===== config.mk =====
export PLATFORM = sky130hd
export DESIGN_NAME = llhu_unit
export DESIGN_NICKNAME = d
export VERILOG_FILES = /design/src/include/llhu_pkg.sv /design/src/verilog/llhu_unit.sv
export SDC_FILE = /design/constraint.sdc
export NUM_CORES = 1
export LEC_CHECK = 0
export ABC_AREA = 0
export CAP_MARGIN = 20
export CORE_MARGIN = 2
export CORE_UTILIZATION = 55
export DETAILED_ROUTE_END_ITERATION = 7
export DONT_BUFFER_PORTS = 1
export PLACE_DENSITY = 0.72
export SYNTH_ARGS = -nofsm -noshare
export SYNTH_HDL_FRONTEND = slang
export SYNTH_SLANG_ARGS = --single-unit
export TNS_END_PERCENT = 1

===== constraint.sdc =====
create_clock -name clk_i -period 13.1 [get_ports clk_i]
set_input_delay 1.31 -clock clk_i [delete_from_list [all_inputs] [get_ports clk_i]]
set_output_delay 1.31 -clock clk_i [all_outputs]
set_load 0.01 [all_outputs]

===== src/include/llhu_pkg.sv =====
// Constants and types shared by the load decode and execute unit
package llhu_pkg;

  // ----------------------------------------------------------------
  // Data path widths
  // ----------------------------------------------------------------
  localparam int XLEN = 32;
  localparam int REG_W = 5;
  localparam int OPC_W = 6;

  // ----------------------------------------------------------------
  // Instruction field positions
  // ----------------------------------------------------------------
  localparam int OPC_LSB = 26;
  localparam int BASE_LSB = 21;
  localparam int DEST_LSB = 16;
  localparam int FUNC_LSB = 0;
  localparam int IMM_LSB = 0;
  localparam int IMM_W = 16;
  localparam int OFF9_LSB = 7;
  localparam int OFF9_W = 9;
  localparam int EXT_ZERO_BIT = 6;
  localparam int FP_ZERO_LSB = 11;
  localparam int FP_DEST_LSB = 6;

  // ----------------------------------------------------------------
  // Opcode and function encodings
  // ----------------------------------------------------------------
  localparam logic [OPC_W-1:0] OPC_HALF_UNS = 6'h25;
  localparam logic [OPC_W-1:0] OPC_LINKED = 6'h30;
  localparam logic [OPC_W-1:0] OPC_UPPER_IMM = 6'h0F;
  localparam logic [OPC_W-1:0] OPC_EXT_MAJOR = 6'h1F;
  localparam logic [OPC_W-1:0] OPC_FP_EXT_MAJOR = 6'h13;
  localparam logic [OPC_W-1:0] FN_HALF_UNS_UA = 6'h29;
  localparam logic [OPC_W-1:0] FN_LINKED_UA = 6'h2E;
  localparam logic [OPC_W-1:0] FN_FP_DW_IDX_UNAL = 6'h05;

  // ----------------------------------------------------------------
  // Register map (Wishbone byte addresses)
  // ----------------------------------------------------------------
  localparam int ADR_W = 8;
  localparam logic [ADR_W-1:0] ADR_CTRL = 8'h00;
  localparam logic [ADR_W-1:0] ADR_STATUS = 8'h04;
  localparam logic [ADR_W-1:0] ADR_FAULT_ADDR = 8'h08;

  // Control register fields
  localparam int CTRL_W = 7;
  localparam int CTRL_EVA_BIT = 0;
  localparam int CTRL_BIG_END_BIT = 1;
  localparam int CTRL_REV_END_BIT = 2;
  localparam int CTRL_CP0_BIT = 3;
  localparam int CTRL_CP1_BIT = 4;
  localparam int CTRL_FPU64_BIT = 5;
  localparam int CTRL_FP_WIDTH_BIT = 6;
  localparam logic [CTRL_W-1:0] CTRL_RESET = 7'h00;

  // Status register fields
  localparam int STAT_LINK_BIT = 0;
  localparam int STAT_BUSY_BIT = 1;
  localparam int STAT_FP_DEFINED_BIT = 2;
  localparam int STAT_EXC_LSB = 4;

  // ----------------------------------------------------------------
  // Enumerations and state
  // ----------------------------------------------------------------
  typedef enum logic [2:0] {
    EXC_NONE, EXC_TLB_REFILL, EXC_TLB_INVALID, EXC_BUS, EXC_ADDR, EXC_WATCH,
    EXC_RESERVED, EXC_CP_UNUSABLE
  } llhu_exc_e;

  typedef enum logic [2:0] {
    OP_NONE, OP_HALF, OP_HALF_UA, OP_LINK, OP_LINK_UA, OP_UPPER, OP_FP_DW
  } llhu_op_e;

  typedef enum logic [1:0] {ST_IDLE, ST_MEM_LO, ST_MEM_HI} llhu_fsm_e;

  typedef struct packed {
    llhu_fsm_e st;
    llhu_op_e op;
    logic [REG_W-1:0] dest;
    logic [XLEN-1:0] vaddr;
    logic [XLEN-1:0] maddr;
    logic [XLEN-1:0] lsw;
    logic [CTRL_W-1:0] ctrl;
    logic link;
    llhu_exc_e last_exc;
    logic [XLEN-1:0] fault_vaddr;
    logic gpr_we;
    logic [XLEN-1:0] gpr_wdata;
    logic fpr_we;
    logic [2*XLEN-1:0] fpr_wdata;
    logic exc;
    llhu_exc_e exc_code;
    logic wb_ack;
    logic [XLEN-1:0] wb_rdata;
  } llhu_state_s;

endpackage


===== src/verilog/llhu_unit.sv =====
// Decode and execute unit for halfword, linked, upper-immediate and fp indexed loads
//
// The Wishbone interface to the registers and the register offsets were chosen for this implementation.
`timescale 1ns/10ps
module llhu_unit (
  // Clock, reset, enable
  input wire logic clk_i,
  input wire logic rst_i,
  input wire logic ce_i,
  // Wishbone register slave
  input wire logic wb_cyc_i,
  input wire logic wb_stb_i,
  input wire logic wb_we_i,
  input wire logic [llhu_pkg::ADR_W-1:0] wb_adr_i,
  input wire logic [3:0] wb_sel_i,
  input wire logic [llhu_pkg::XLEN-1:0] wb_dat_i,
  output logic [llhu_pkg::XLEN-1:0] wb_dat_o,
  output logic wb_ack_o,
  // Instruction issue
  input wire logic instr_valid_i,
  input wire logic [llhu_pkg::XLEN-1:0] instr_i,
  input wire logic [llhu_pkg::XLEN-1:0] base_val_i,
  input wire logic [llhu_pkg::XLEN-1:0] index_val_i,
  output logic instr_ready_o,
  // Memory through address translation
  output logic mem_req_o,
  output logic [llhu_pkg::XLEN-1:0] mem_addr_o,
  output logic mem_half_o,
  output logic mem_user_map_o,
  input wire logic mem_ack_i,
  input wire logic [llhu_pkg::XLEN-1:0] mem_rdata_i,
  input wire logic mem_tlb_refill_i,
  input wire logic mem_tlb_invalid_i,
  input wire logic mem_bus_err_i,
  input wire logic mem_watch_i,
  // Atomic sequence
  input wire logic sc_resolve_i,
  output logic link_flag_o,
  // Results and exceptions
  output logic gpr_we_o,
  output logic [llhu_pkg::REG_W-1:0] gpr_waddr_o,
  output logic [llhu_pkg::XLEN-1:0] gpr_wdata_o,
  output logic fpr_we_o,
  output logic [llhu_pkg::REG_W-1:0] fpr_waddr_o,
  output logic [2*llhu_pkg::XLEN-1:0] fpr_wdata_o,
  output logic exc_o,
  output llhu_pkg::llhu_exc_e exc_code_o,
  output logic [llhu_pkg::XLEN-1:0] exc_vaddr_o
);
  import llhu_pkg::*;

  llhu_state_s q;
  llhu_state_s d;

  logic take;
  logic [OPC_W-1:0] opc;
  logic [OPC_W-1:0] fn;
  llhu_op_e dec_op;
  llhu_exc_e dec_exc;
  llhu_exc_e mem_exc;
  logic dec_ua;
  logic [XLEN-1:0] off16;
  logic [XLEN-1:0] off9;
  logic [XLEN-1:0] idx_sum;
  logic [XLEN-1:0] dec_vaddr;
  logic [XLEN-1:0] dec_maddr;
  logic [REG_W-1:0] dec_dest;
  logic [1:0] lane;
  logic [IMM_W-1:0] half_sel;
  logic [XLEN-1:0] rd_mux;
  logic big_end;
  logic rev_end;

  // ----------------------------------------------------------------
  // Field extraction
  // ----------------------------------------------------------------
  assign take = ce_i && instr_valid_i && instr_ready_o;
  assign opc = instr_i[OPC_LSB +: OPC_W];
  assign fn = instr_i[FUNC_LSB +: OPC_W];
  assign off16 = {{(XLEN-IMM_W){instr_i[IMM_LSB+IMM_W-1]}}, instr_i[IMM_LSB +: IMM_W]};
  assign off9 = {{(XLEN-OFF9_W){instr_i[OFF9_LSB+OFF9_W-1]}}, instr_i[OFF9_LSB +: OFF9_W]};
  assign idx_sum = base_val_i + index_val_i;
  assign big_end = q.ctrl[CTRL_BIG_END_BIT];
  assign rev_end = q.ctrl[CTRL_REV_END_BIT];

  // ----------------------------------------------------------------
  // Instruction decode
  // ----------------------------------------------------------------
  always_comb begin
    dec_op = OP_NONE;
    case (opc)
      OPC_HALF_UNS: begin
        dec_op = OP_HALF;
      end
      OPC_LINKED: begin
        dec_op = OP_LINK;
      end
      OPC_UPPER_IMM: begin
        if (instr_i[BASE_LSB +: REG_W] == 5'h00) begin
          dec_op = OP_UPPER;
        end
      end
      OPC_EXT_MAJOR: begin
        if (!instr_i[EXT_ZERO_BIT]) begin
          if (fn == FN_HALF_UNS_UA) begin
            dec_op = OP_HALF_UA;
          end
          if (fn == FN_LINKED_UA) begin
            dec_op = OP_LINK_UA;
          end
        end
      end
      OPC_FP_EXT_MAJOR: begin
        if (fn == FN_FP_DW_IDX_UNAL && instr_i[FP_ZERO_LSB +: REG_W] == 5'h00) begin
          dec_op = OP_FP_DW;
        end
      end
      default: begin
        dec_op = OP_NONE;
      end
    endcase
  end

  assign dec_ua = (dec_op == OP_HALF_UA) || (dec_op == OP_LINK_UA);

  // ----------------------------------------------------------------
  // Effective address, lane steering and early exceptions
  // ----------------------------------------------------------------
  always_comb begin
    dec_vaddr = base_val_i + off16;
    dec_maddr = dec_vaddr;
    dec_dest = instr_i[DEST_LSB +: REG_W];
    dec_exc = EXC_NONE;
    case (dec_op)
      OP_HALF_UA, OP_LINK_UA: begin
        dec_vaddr = base_val_i + off9;
      end
      OP_FP_DW: begin
        dec_vaddr = {idx_sum[XLEN-1:3], 3'b000};
        dec_dest = instr_i[FP_DEST_LSB +: REG_W];
      end
      default: begin
        dec_vaddr = base_val_i + off16;
      end
    endcase
    dec_maddr = dec_vaddr;
    if (dec_op == OP_HALF || dec_op == OP_HALF_UA) begin
      dec_maddr[1] = dec_vaddr[1] ^ rev_end;
    end
    if (dec_op == OP_FP_DW) begin
      dec_maddr[2] = dec_vaddr[2] ^ (big_end ^ rev_end);
    end
    if (dec_op == OP_NONE || (dec_ua && !q.ctrl[CTRL_EVA_BIT])) begin
      dec_exc = EXC_RESERVED;
    end else if (dec_ua && !q.ctrl[CTRL_CP0_BIT]) begin
      dec_exc = EXC_CP_UNUSABLE;
    end else if (dec_op == OP_FP_DW && !q.ctrl[CTRL_CP1_BIT]) begin
      dec_exc = EXC_CP_UNUSABLE;
    end else if ((dec_op == OP_HALF || dec_op == OP_HALF_UA) && dec_vaddr[0]) begin
      dec_exc = EXC_ADDR;
    end else if ((dec_op == OP_LINK || dec_op == OP_LINK_UA) && dec_vaddr[1:0] != 2'b00) begin
      dec_exc = EXC_ADDR;
    end
  end

  // ----------------------------------------------------------------
  // Memory answer decode
  // ----------------------------------------------------------------
  always_comb begin
    mem_exc = EXC_NONE;
    if (mem_tlb_refill_i) begin
      mem_exc = EXC_TLB_REFILL;
    end else if (mem_tlb_invalid_i) begin
      mem_exc = EXC_TLB_INVALID;
    // bus error only for user-address halfword
    end else if (mem_bus_err_i && q.op == OP_HALF_UA) begin
      mem_exc = EXC_BUS;
    end else if (mem_watch_i) begin
      mem_exc = EXC_WATCH;
    end
  end

  assign lane = q.vaddr[1:0] ^ {big_end, 1'b0};
  assign half_sel = lane[1] ? mem_rdata_i[31:16] : mem_rdata_i[15:0];

  // ----------------------------------------------------------------
  // Register read mux
  // ----------------------------------------------------------------
  always_comb begin
    rd_mux = '0;
    case (wb_adr_i)
      ADR_CTRL: begin
        rd_mux[CTRL_W-1:0] = q.ctrl;
      end
      ADR_STATUS: begin
        rd_mux[STAT_LINK_BIT] = q.link;
        rd_mux[STAT_BUSY_BIT] = (q.st != ST_IDLE);
        rd_mux[STAT_FP_DEFINED_BIT] = q.ctrl[CTRL_FPU64_BIT] && q.ctrl[CTRL_FP_WIDTH_BIT];
        rd_mux[STAT_EXC_LSB +: 3] = q.last_exc;
      end
      ADR_FAULT_ADDR: begin
        rd_mux = q.fault_vaddr;
      end
      default: begin
        rd_mux = '0;
      end
    endcase
  end

  // ----------------------------------------------------------------
  // Next state
  // ----------------------------------------------------------------
  always_comb begin
    d = q;
    d.gpr_we = 1'b0;
    d.fpr_we = 1'b0;
    d.exc = 1'b0;
    d.wb_ack = 1'b0;
    // Register slave: data captured with ack, write lands at the edge after ack rises
    if (wb_cyc_i && wb_stb_i && !q.wb_ack) begin
      d.wb_ack = 1'b1;
      d.wb_rdata = rd_mux;
    end
    if (q.wb_ack && wb_cyc_i && wb_stb_i && wb_we_i && wb_sel_i[0] && wb_adr_i == ADR_CTRL) begin
      d.ctrl = wb_dat_i[CTRL_W-1:0];
    end
    if (sc_resolve_i) begin
      d.link = 1'b0;
    end
    case (q.st)
      ST_IDLE: begin
        if (take) begin
          d.op = dec_op;
          d.dest = dec_dest;
          d.vaddr = dec_vaddr;
          d.maddr = dec_maddr;
          if (dec_exc != EXC_NONE) begin
            d.exc = 1'b1;
            d.exc_code = dec_exc;
            d.last_exc = dec_exc;
            d.fault_vaddr = dec_vaddr;
          end else if (dec_op == OP_UPPER) begin
            d.gpr_we = (dec_dest != 5'h00);
            d.gpr_wdata = {instr_i[IMM_LSB +: IMM_W], 16'h0000};
          end else begin
            d.st = ST_MEM_LO;
          end
        end
      end
      ST_MEM_LO: begin
        if (ce_i && mem_ack_i) begin
          if (mem_exc != EXC_NONE) begin
            d.exc = 1'b1;
            d.exc_code = mem_exc;
            d.last_exc = mem_exc;
            d.fault_vaddr = q.vaddr;
            d.st = ST_IDLE;
          end else begin
            case (q.op)
              OP_HALF, OP_HALF_UA: begin
                d.gpr_we = (q.dest != 5'h00);
                d.gpr_wdata = {16'h0000, half_sel};
                d.st = ST_IDLE;
              end
              OP_LINK, OP_LINK_UA: begin
                d.gpr_we = (q.dest != 5'h00);
                d.gpr_wdata = mem_rdata_i;
                d.link = 1'b1;
                d.st = ST_IDLE;
              end
              OP_FP_DW: begin
                d.lsw = mem_rdata_i;
                d.maddr = q.maddr ^ 32'h0000_0004;
                d.st = ST_MEM_HI;
              end
              default: begin
                d.st = ST_IDLE;
              end
            endcase
          end
        end
      end
      ST_MEM_HI: begin
        if (ce_i && mem_ack_i) begin
          d.st = ST_IDLE;
          if (mem_exc != EXC_NONE) begin
            d.exc = 1'b1;
            d.exc_code = mem_exc;
            d.last_exc = mem_exc;
            d.fault_vaddr = q.vaddr + 32'h0000_0004;
          end else begin
            d.fpr_we = 1'b1;
            d.fpr_wdata = {mem_rdata_i, q.lsw};
          end
        end
      end
      default: begin
        d.st = ST_IDLE;
      end
    endcase
  end

  // ----------------------------------------------------------------
  // State register
  // ----------------------------------------------------------------
  always_ff @(posedge clk_i) begin
    if (rst_i) begin
      q <= '0;
      q.ctrl <= CTRL_RESET;
    end else if (ce_i) begin
      q <= d;
    end
  end

  // ----------------------------------------------------------------
  // Outputs
  // ----------------------------------------------------------------
  assign instr_ready_o = (q.st == ST_IDLE);
  assign wb_ack_o = q.wb_ack;
  assign wb_dat_o = q.wb_rdata;
  assign mem_req_o = (q.st == ST_MEM_LO) || (q.st == ST_MEM_HI);
  assign mem_addr_o = q.maddr;
  assign mem_half_o = (q.op == OP_HALF) || (q.op == OP_HALF_UA);
  assign mem_user_map_o = (q.op == OP_HALF_UA) || (q.op == OP_LINK_UA);
  assign link_flag_o = q.link;
  assign gpr_we_o = q.gpr_we;
  assign gpr_waddr_o = q.dest;
  assign gpr_wdata_o = q.gpr_wdata;
  assign fpr_we_o = q.fpr_we;
  assign fpr_waddr_o = q.dest;
  assign fpr_wdata_o = q.fpr_wdata;
  assign exc_o = q.exc;
  assign exc_code_o = q.exc_code;
  assign exc_vaddr_o = q.fault_vaddr;

  // ----------------------------------------------------------------
  // Assertions
  // ----------------------------------------------------------------
  AST_UPPER_RESULT: assert property (@(posedge clk_i) disable iff (rst_i)
    (take && dec_op == OP_UPPER && dec_dest != 5'h00)
    |=> (gpr_we_o && !exc_o && gpr_wdata_o == {$past(instr_i[15:0]), 16'h0000}))
    else $error("upper immediate result wrong");

  AST_HALF_MISALIGN: assert property (@(posedge clk_i) disable iff (rst_i)
    (take && (dec_op == OP_HALF || dec_op == OP_HALF_UA) && dec_exc != EXC_RESERVED
     && dec_exc != EXC_CP_UNUSABLE && dec_vaddr[0])
    |=> (exc_o && exc_code_o == EXC_ADDR && !mem_req_o))
    else $error("misaligned halfword not trapped");

  AST_LINK_MISALIGN: assert property (@(posedge clk_i) disable iff (rst_i)
    (take && dec_op == OP_LINK && dec_vaddr[1:0] != 2'b00)
    |=> (exc_o && exc_code_o == EXC_ADDR && !mem_req_o
         && link_flag_o == ($past(link_flag_o) && !$past(sc_resolve_i))))
    else $error("misaligned linked load not trapped");

  AST_UA_RESERVED: assert property (@(posedge clk_i) disable iff (rst_i)
    (take && dec_ua && !q.ctrl[CTRL_EVA_BIT]) |=> (exc_o && exc_code_o == EXC_RESERVED))
    else $error("user-address load not reserved");

  AST_UA_CP0: assert property (@(posedge clk_i) disable iff (rst_i)
    (take && dec_ua && q.ctrl[CTRL_EVA_BIT] && !q.ctrl[CTRL_CP0_BIT])
    |=> (exc_o && exc_code_o == EXC_CP_UNUSABLE))
    else $error("coprocessor gate missed");

  AST_LINK_SET: assert property (@(posedge clk_i) disable iff (rst_i)
    (ce_i && q.st == ST_MEM_LO && mem_ack_i && mem_exc == EXC_NONE
     && (q.op == OP_LINK || q.op == OP_LINK_UA)) |=> (link_flag_o && instr_ready_o))
    else $error("link flag not set");

  AST_LINK_CLEAR: assert property (@(posedge clk_i) disable iff (rst_i)
    (ce_i && sc_resolve_i && q.st == ST_IDLE) |=> !link_flag_o)
    else $error("link flag not cleared");

  AST_ZERO_DEST: assert property (@(posedge clk_i) disable iff (rst_i)
    gpr_we_o |-> (gpr_waddr_o != 5'h00))
    else $error("write to register zero");

  AST_FP_SECOND: assert property (@(posedge clk_i) disable iff (rst_i)
    (ce_i && q.st == ST_MEM_LO && mem_ack_i && mem_exc == EXC_NONE && q.op == OP_FP_DW)
    |=> (mem_req_o && mem_addr_o == ($past(mem_addr_o) ^ 32'h0000_0004)))
    else $error("high word address wrong");

  AST_FP_ALIGN: assert property (@(posedge clk_i) disable iff (rst_i)
    (mem_req_o && q.op == OP_FP_DW) |-> (mem_addr_o[1:0] == 2'b00 && q.vaddr[2:0] == 3'b000))
    else $error("indexed address not aligned");

  AST_USER_MAP: assert property (@(posedge clk_i) disable iff (rst_i)
    (take && dec_ua && dec_exc == EXC_NONE) |=> (mem_req_o && mem_user_map_o))
    else $error("user mapping not requested");

  AST_HALF_ZEXT: assert property (@(posedge clk_i) disable iff (rst_i)
    (ce_i && q.st == ST_MEM_LO && mem_ack_i && mem_exc == EXC_NONE && mem_half_o
     && q.dest != 5'h00) |=> (gpr_we_o && gpr_wdata_o[31:16] == 16'h0000))
    else $error("halfword not zero extended");

endmodule // llhu_unit


After elaboration in Yosys (flattened, before gate mapping)
Index checks and enable logic that the tools add are counted.

Register bits after elaboration: 284. Bits in latches: 0. Bits in writable memories: 0. Memory bits (read-only): 0. Logic and storage cells: 182. Memories kept: 0.

Add/sub/neg operators: 4. Multiply operators: 0. Div/mod/pow operators: 0. Order comparisons: 0. Equal/unequal tests: 35. Shift operators: 0. Muxes and demuxes: 61. Bitwise logic cells: 7. Reductions and logical operators: 56.

Operators by type and width (number): 2-to-1 mux 35 bit (7); 2-to-1 mux 69 bit (2); 2-to-1 mux 33 bit (4); one-hot mux 33 bit (2 select lines) (2); 2-to-1 mux 65 bit (2); one-hot mux 32 bit (2 select lines) (2); one-hot mux 35 bit (3 select lines) (1); adder 32 bit (3); 2-to-1 mux 74 bit (1); 2-to-1 mux 68 bit (1); 2-to-1 mux 3 bit (13); adder 32 x 3 -> 32 bit (second input constant) (1); 2-to-1 mux 25 bit (1); == test 6 bit (second input constant) (4); logical AND 1 bit (18); one-hot mux 3 bit (3 select lines) (2); AND reduction 6 bit (3); 2-to-1 mux 16 bit (1); 2-to-1 mux 4 bit (4); AND reduction 8 bit (2); == test 3 bit (second input constant) (5); one-hot mux 3 bit (5 select lines) (1); 2-to-1 mux 2 bit (7); != test 2 bit (second input constant) (7); other kinds (33) (69).

Depth between registers and ports, before layout
Depth in word-level cells: 19. Gate-level depth with buffers: 18.

Worst setup path before layout
No wires, ideal clock.

Kind: input port to flip-flop. From: in instr_i[31] in the netlist's numbering. To: reg q, in the netlist exc_vaddr_o[30]. Library setup time: 0.091 ns. Arrival: 4.897 ns. Setup slack: 8.112 ns. Cell stages on the path: 17. Buffers on the path: 2. Path through: and3b_1 clkbuf_1 nand4_2 or2_2 clkbuf_1 nand2_1 nand2_1 fa_1 a211o_1 a221o_1 nand2_1 a21oi_2 a211o_1 a221oi_2 mux2i_1 o21ai_1 a311oi_1.

Cells in the longest elaborated chain, start to end: 15. Elaborated cells on any way between the ends: 35. Those cells by class: eq/ne: 11; mux: 10; reduce/logical: 14.

Ends and longest elaborated chain: from (decl) (line llhu_unit.sv:21) `input wire logic [llhu_pkg::XLEN-1:0] instr_i,`; == test 6 x 5 -> 1 bit (tied with other cells) (line llhu_unit.sv:91) `case (opc)`; one-hot mux 3 bit (5 select lines) (*) (line llhu_unit.sv:91); == test 3 x 2 -> 1 bit / == test 3 bit (equally long branches); OR reduction 2 bit (line llhu_unit.sv:134) `case (dec_op)`; one-hot mux 32 bit (2 select lines) (line llhu_unit.sv:134); nonzero test 2 bit (line llhu_unit.sv:161) `end else if ((dec_op == OP_LINK || dec_op == OP_LINK_UA) && dec_vaddr[1:0] != 2'b00) begin`; logical AND 1 bit (line llhu_unit.sv:161); 2-to-1 mux 3 bit (line llhu_unit.sv:161); 2-to-1 mux 3 bit (line llhu_unit.sv:159) `end else if ((dec_op == OP_HALF || dec_op == OP_HALF_UA) && dec_vaddr[0]) begin`; 2-to-1 mux 3 bit (line llhu_unit.sv:157) `end else if (dec_op == OP_FP_DW && !q.ctrl[CTRL_CP1_BIT]) begin`; 2-to-1 mux 3 bit (line llhu_unit.sv:155) `end else if (dec_ua && !q.ctrl[CTRL_CP0_BIT]) begin`; 2-to-1 mux 3 bit (line llhu_unit.sv:153) `if (dec_op == OP_NONE || (dec_ua && !q.ctrl[CTRL_EVA_BIT])) begin`; nonzero test 3 bit (line llhu_unit.sv:237) `if (dec_exc != EXC_NONE) begin`; != test 2 x 1 -> 1 bit (no source line); AND reduction 8 bit (no source line); to (decl) (line llhu_unit.sv:52) `llhu_state_s q;`.

Mark *: on every way between the ends. The rest lies on a longest branch, timed or not. The select of a mux whose other input is x is not followed. A chain may end at the register's enable or synchronous reset.

Final worst setup path
From: in instr_i[31] in the netlist's numbering. To: reg q, in the netlist exc_vaddr_o[20].

Same word-level chain as after synthesis.

==> results.sh <==
export IMPL_max_slew_margin_rel=0.301
export IMPL_worst_case_setup_margin_in_the_final_layout_ps=7950
export IMPL_worstPathArrival_ps=5510
export IMPL_row_count=65
export IMPL_finalNetCount=2267
export IMPL_grt_first_pass_wirelength_mm=82.8
export IMPL_synthesized_instance_count=2298
export IMPL_drtIter0Drc=1458
export IMPL_outcome="completed"
export IMPL_clock_sink_count=284
export IMPL_tightest_pin_transition_ps=1050
export IMPL_worstPathMaxFanout=13
export IMPL_grt_antenna_before_repair=1
export IMPL_yosys_area_share_simple=0.220
export IMPL_timing_critical_path_from_type="input pin"
export IMPL_synth_avg_cell_area_um2=7.66
export IMPL_synth_main_ff_cell="dfxtp_1"
export IMPL_cts_htree_levels=2
export IMPL_syn_num_nets=2551
export IMPL_drt_wirelength_per_cell_um=22.7
export IMPL_synth_area_mux_share=0.0185
export IMPL_drt_first_pass_iters=8
export IMPL_num_vias=15800
export IMPL_rsz0062_at_grt="false"
export IMPL_synth_top_family_by_area="compound AO/OA/AOI/OAI gates"
export IMPL_place_detailed_instances=2380
export IMPL_die_height_um=183
export IMPL_setup_worst_path_class="in -> reg"
export IMPL_die_area_mm2=0.0335
export IMPL_synth_compound_area_share=0.235
export IMPL_synth_top_area_cell="dfxtp_1"
export IMPL_worst_ir_drop_vdd_mv=0.0986
export IMPL_most_frequent_cells_in_the_layout="382 x nand2_1, 284 x dfxtp_1, 235 x a21oi_1, 215 x nor2_1, 110 x o21ai_0"
export IMPL_synth_yosys_seq_area_share=0.323
export IMPL_finalHoldViolCount=0
export IMPL_synth_edff_count=0
export IMPL_ios=399
export IMPL_syn_to_final_growth_pct=-2.26
export IMPL_layout_cells_non_filler=2441
export IMPL_cts_buffer_depth=3
export IMPL_drc_errors=0
export IMPL_layout_drive_gt1_share=0.0618
export IMPL_totalNegativeSetupSlack_ps=0
export IMPL_ys_ff_latch=284
export IMPL_finalWirelength_mm=55.5
export IMPL_mostFrequentLayoutCell="nand2_1"
export IMPL_dp_hpwl_mm=40.0
export IMPL_grt_max_degree=250
export IMPL_hold_path_class="reg -> reg"
export IMPL_total_power_uw=2160
export IMPL_globalRouteOverflowTotal=0
export IMPL_drv_slew=0
export IMPL_maxCapViolations=0
export IMPL_cts_buffers=34
export IMPL_detail_route_antenna_nets=0
export IMPL_vias_per_cell=6.45
export IMPL_synth_cell_area_mm2=0.0176
export IMPL_fmaxAchievable_mhz=194
export IMPL_ys_async_sr_fraction=0
export IMPL_synth_fa_ha_area_frac=0.0487
export IMPL_dpl_worst_slack_ps=7510
export IMPL_holdWs_ps=434
export IMPL_power_density_cell_area_mw_per_mm2=126
export IMPL_first_global_vias=14300
export IMPL_critPathRequiredTime_ps=13450
export IMPL_die_width_um=183
export IMPL_numPortBuffers=0
export IMPL_clk_latency_ps=530
export IMPL_synth_top_cell_area_share=0.323
export IMPL_clock_root_buffer="clkbuf_16"
export IMPL_final_setup_viol_count=0
export IMPL_gp_routability_congestion=0.968
export IMPL_hold_buffers=0
export IMPL_floorplan_core_area_mm2=0.0316
export IMPL_power_leakage_uw=0.00627
export IMPL_initial_utilization=0.558
export IMPL_clkTransAtPathRegs_ps=60
export IMPL_post_cts_buffers=0
export IMPL_grt_util_all_layers=0.314
export IMPL_synth_xor_xnor_area_share=0.0267
export IMPL_critical_path_sink_type="flip-flop"
export IMPL_tritoncts="done"
export IMPL_synth_cell_type_count=102
export IMPL_post_cts_resized=0
export IMPL_final_period_utilization=0.393
export IMPL_yosys_top_cells_area="dfxtp_1 32%, buf_4 8.9%, nand2_1 8.1%"
export IMPL_yosysWarnings=0
export IMPL_finalCriticalPeriod_ps=5150
export IMPL_worst_clock_skew_ps=24.8
## state kept, by name, summed over array words and instances, names as in the netlist
register / cells
big_end: 1
exc_code_o: 3
exc_o: 1
exc_vaddr_o: 32
fpr_waddr_o: 5
fpr_wdata_o: 64
fpr_we_o: 1
gpr_wdata_o: 32
gpr_we_o: 1
link_flag_o: 1
mem_addr_o: 32
q: 78
wb_ack_o: 1
wb_dat_o: 32
## final cells by class
cell class / instances / area (um2)
flip-flops and latches: 284 / 5690
repair buffers: 18 / 135
diodes: 1 / 2.50
inverters: 27 / 101
fillers: 2993 / 14300
multi-input cells: 1649 / 9690
clock inverters: 12 / 140
clock buffers: 48 / 955
well taps: 402 / 503
## kinds of logic (layout without fill, tap and decap cells)
logic type / count (synthesis) / after routing
compound gates: 636 / 636
flops: 284 / 284
mux: 32 / 32
other cells: 0 / 1
simple gates: 861 / 861
fa+ha+maj: 68 / 68
xor+xnor: 52 / 52
buf+inv: 365 / 105
## where the power goes
part / internal [uW] / switching (uW)
clock network: 553 / 386
registers: 887 / 35.9
logic: 115 / 185
## stage by stage
| step | area, um2 | util |
|---|---|---|
| after floorplan | 17600 | - |
| final | 17200 | 0.545 |
| after global routing | 17200 | 0.545 |
| after global placement | 16100 | 0.511 |
| after CTS | 17200 | 0.545 |
| after detailed placement | 16100 | 0.511 |
## cells in the mapped netlist (5+ instances only)
cell type,number
a311oi_1,10
and2_1,13
nand2_1,382
o211ai_1,11
ha_1,67
nor4_1,14
a21o_1,23
o21a_1,10
o21bai_1,7
buf_4,209
a211oi_1,39
dfxtp_1,284
a211o_1,9
clkbuf_8,5
clkbuf_1,96
mux2i_1,29
o2111ai_1,5
o31ai_1,8
nand3_1,47
xor2_1,15
and3_1,13
xnor2_1,36
a221oi_1,22
nor3_1,70
or2_2,5
o21ai_0,110
a2bb2oi_1,8
inv_1,27
nor2_1,216
a31oi_1,24
a21oi_1,235
nand2b_1,14
nor3b_1,7
or3_1,15
nand4_1,16
a22oi_1,48
buf_2,22
nor2b_1,7
a21o_2,5
o21ai_1,5
## critical path, stage by stage
cell       delay [ps]
and3b_1           320
nand4_2           300
or2_2             500
nand2_1           110
nand2_1            60
ha_1              220
fa_1              430
a211o_1           350
a221o_1           340
nand2_1           100
a21oi_2           120
a41o_1            330
o211a_1           230
nor2_1            420
a2bb2oi_1         270
a211oi_1          100
## path summary, 6_finish.rpt
| check | start | end | slack [ps] | depth (start not counted) |
|---|---|---|---|---|
| min | q[186] | fpr_wdata_o[8] | 430 | 2 |
| max reg2reg | q[283] | gpr_wdata_o[17] | 9060 | 7 |
| min reg2reg | q[186] | fpr_wdata_o[8] | 430 | 2 |
| max | instr_i[31] | exc_vaddr_o[20] | 7950 | 16 |
## per-layer routing
| metal | vias up | share of wire | GRT usage |
|---|---|---|---|
| met1 | 7366 | 0.42 | 0.434 |
| met4 | 0 | 0.034 | 0.111 |
| met2 | 888 | 0.43 | 0.471 |
| li1 | 7374 | - | - |
| met5 | - | 0 | 0 |
| met3 | 126 | 0.12 | 0.0866 |
No activity file was read; power rests on OpenSTA's default activity.
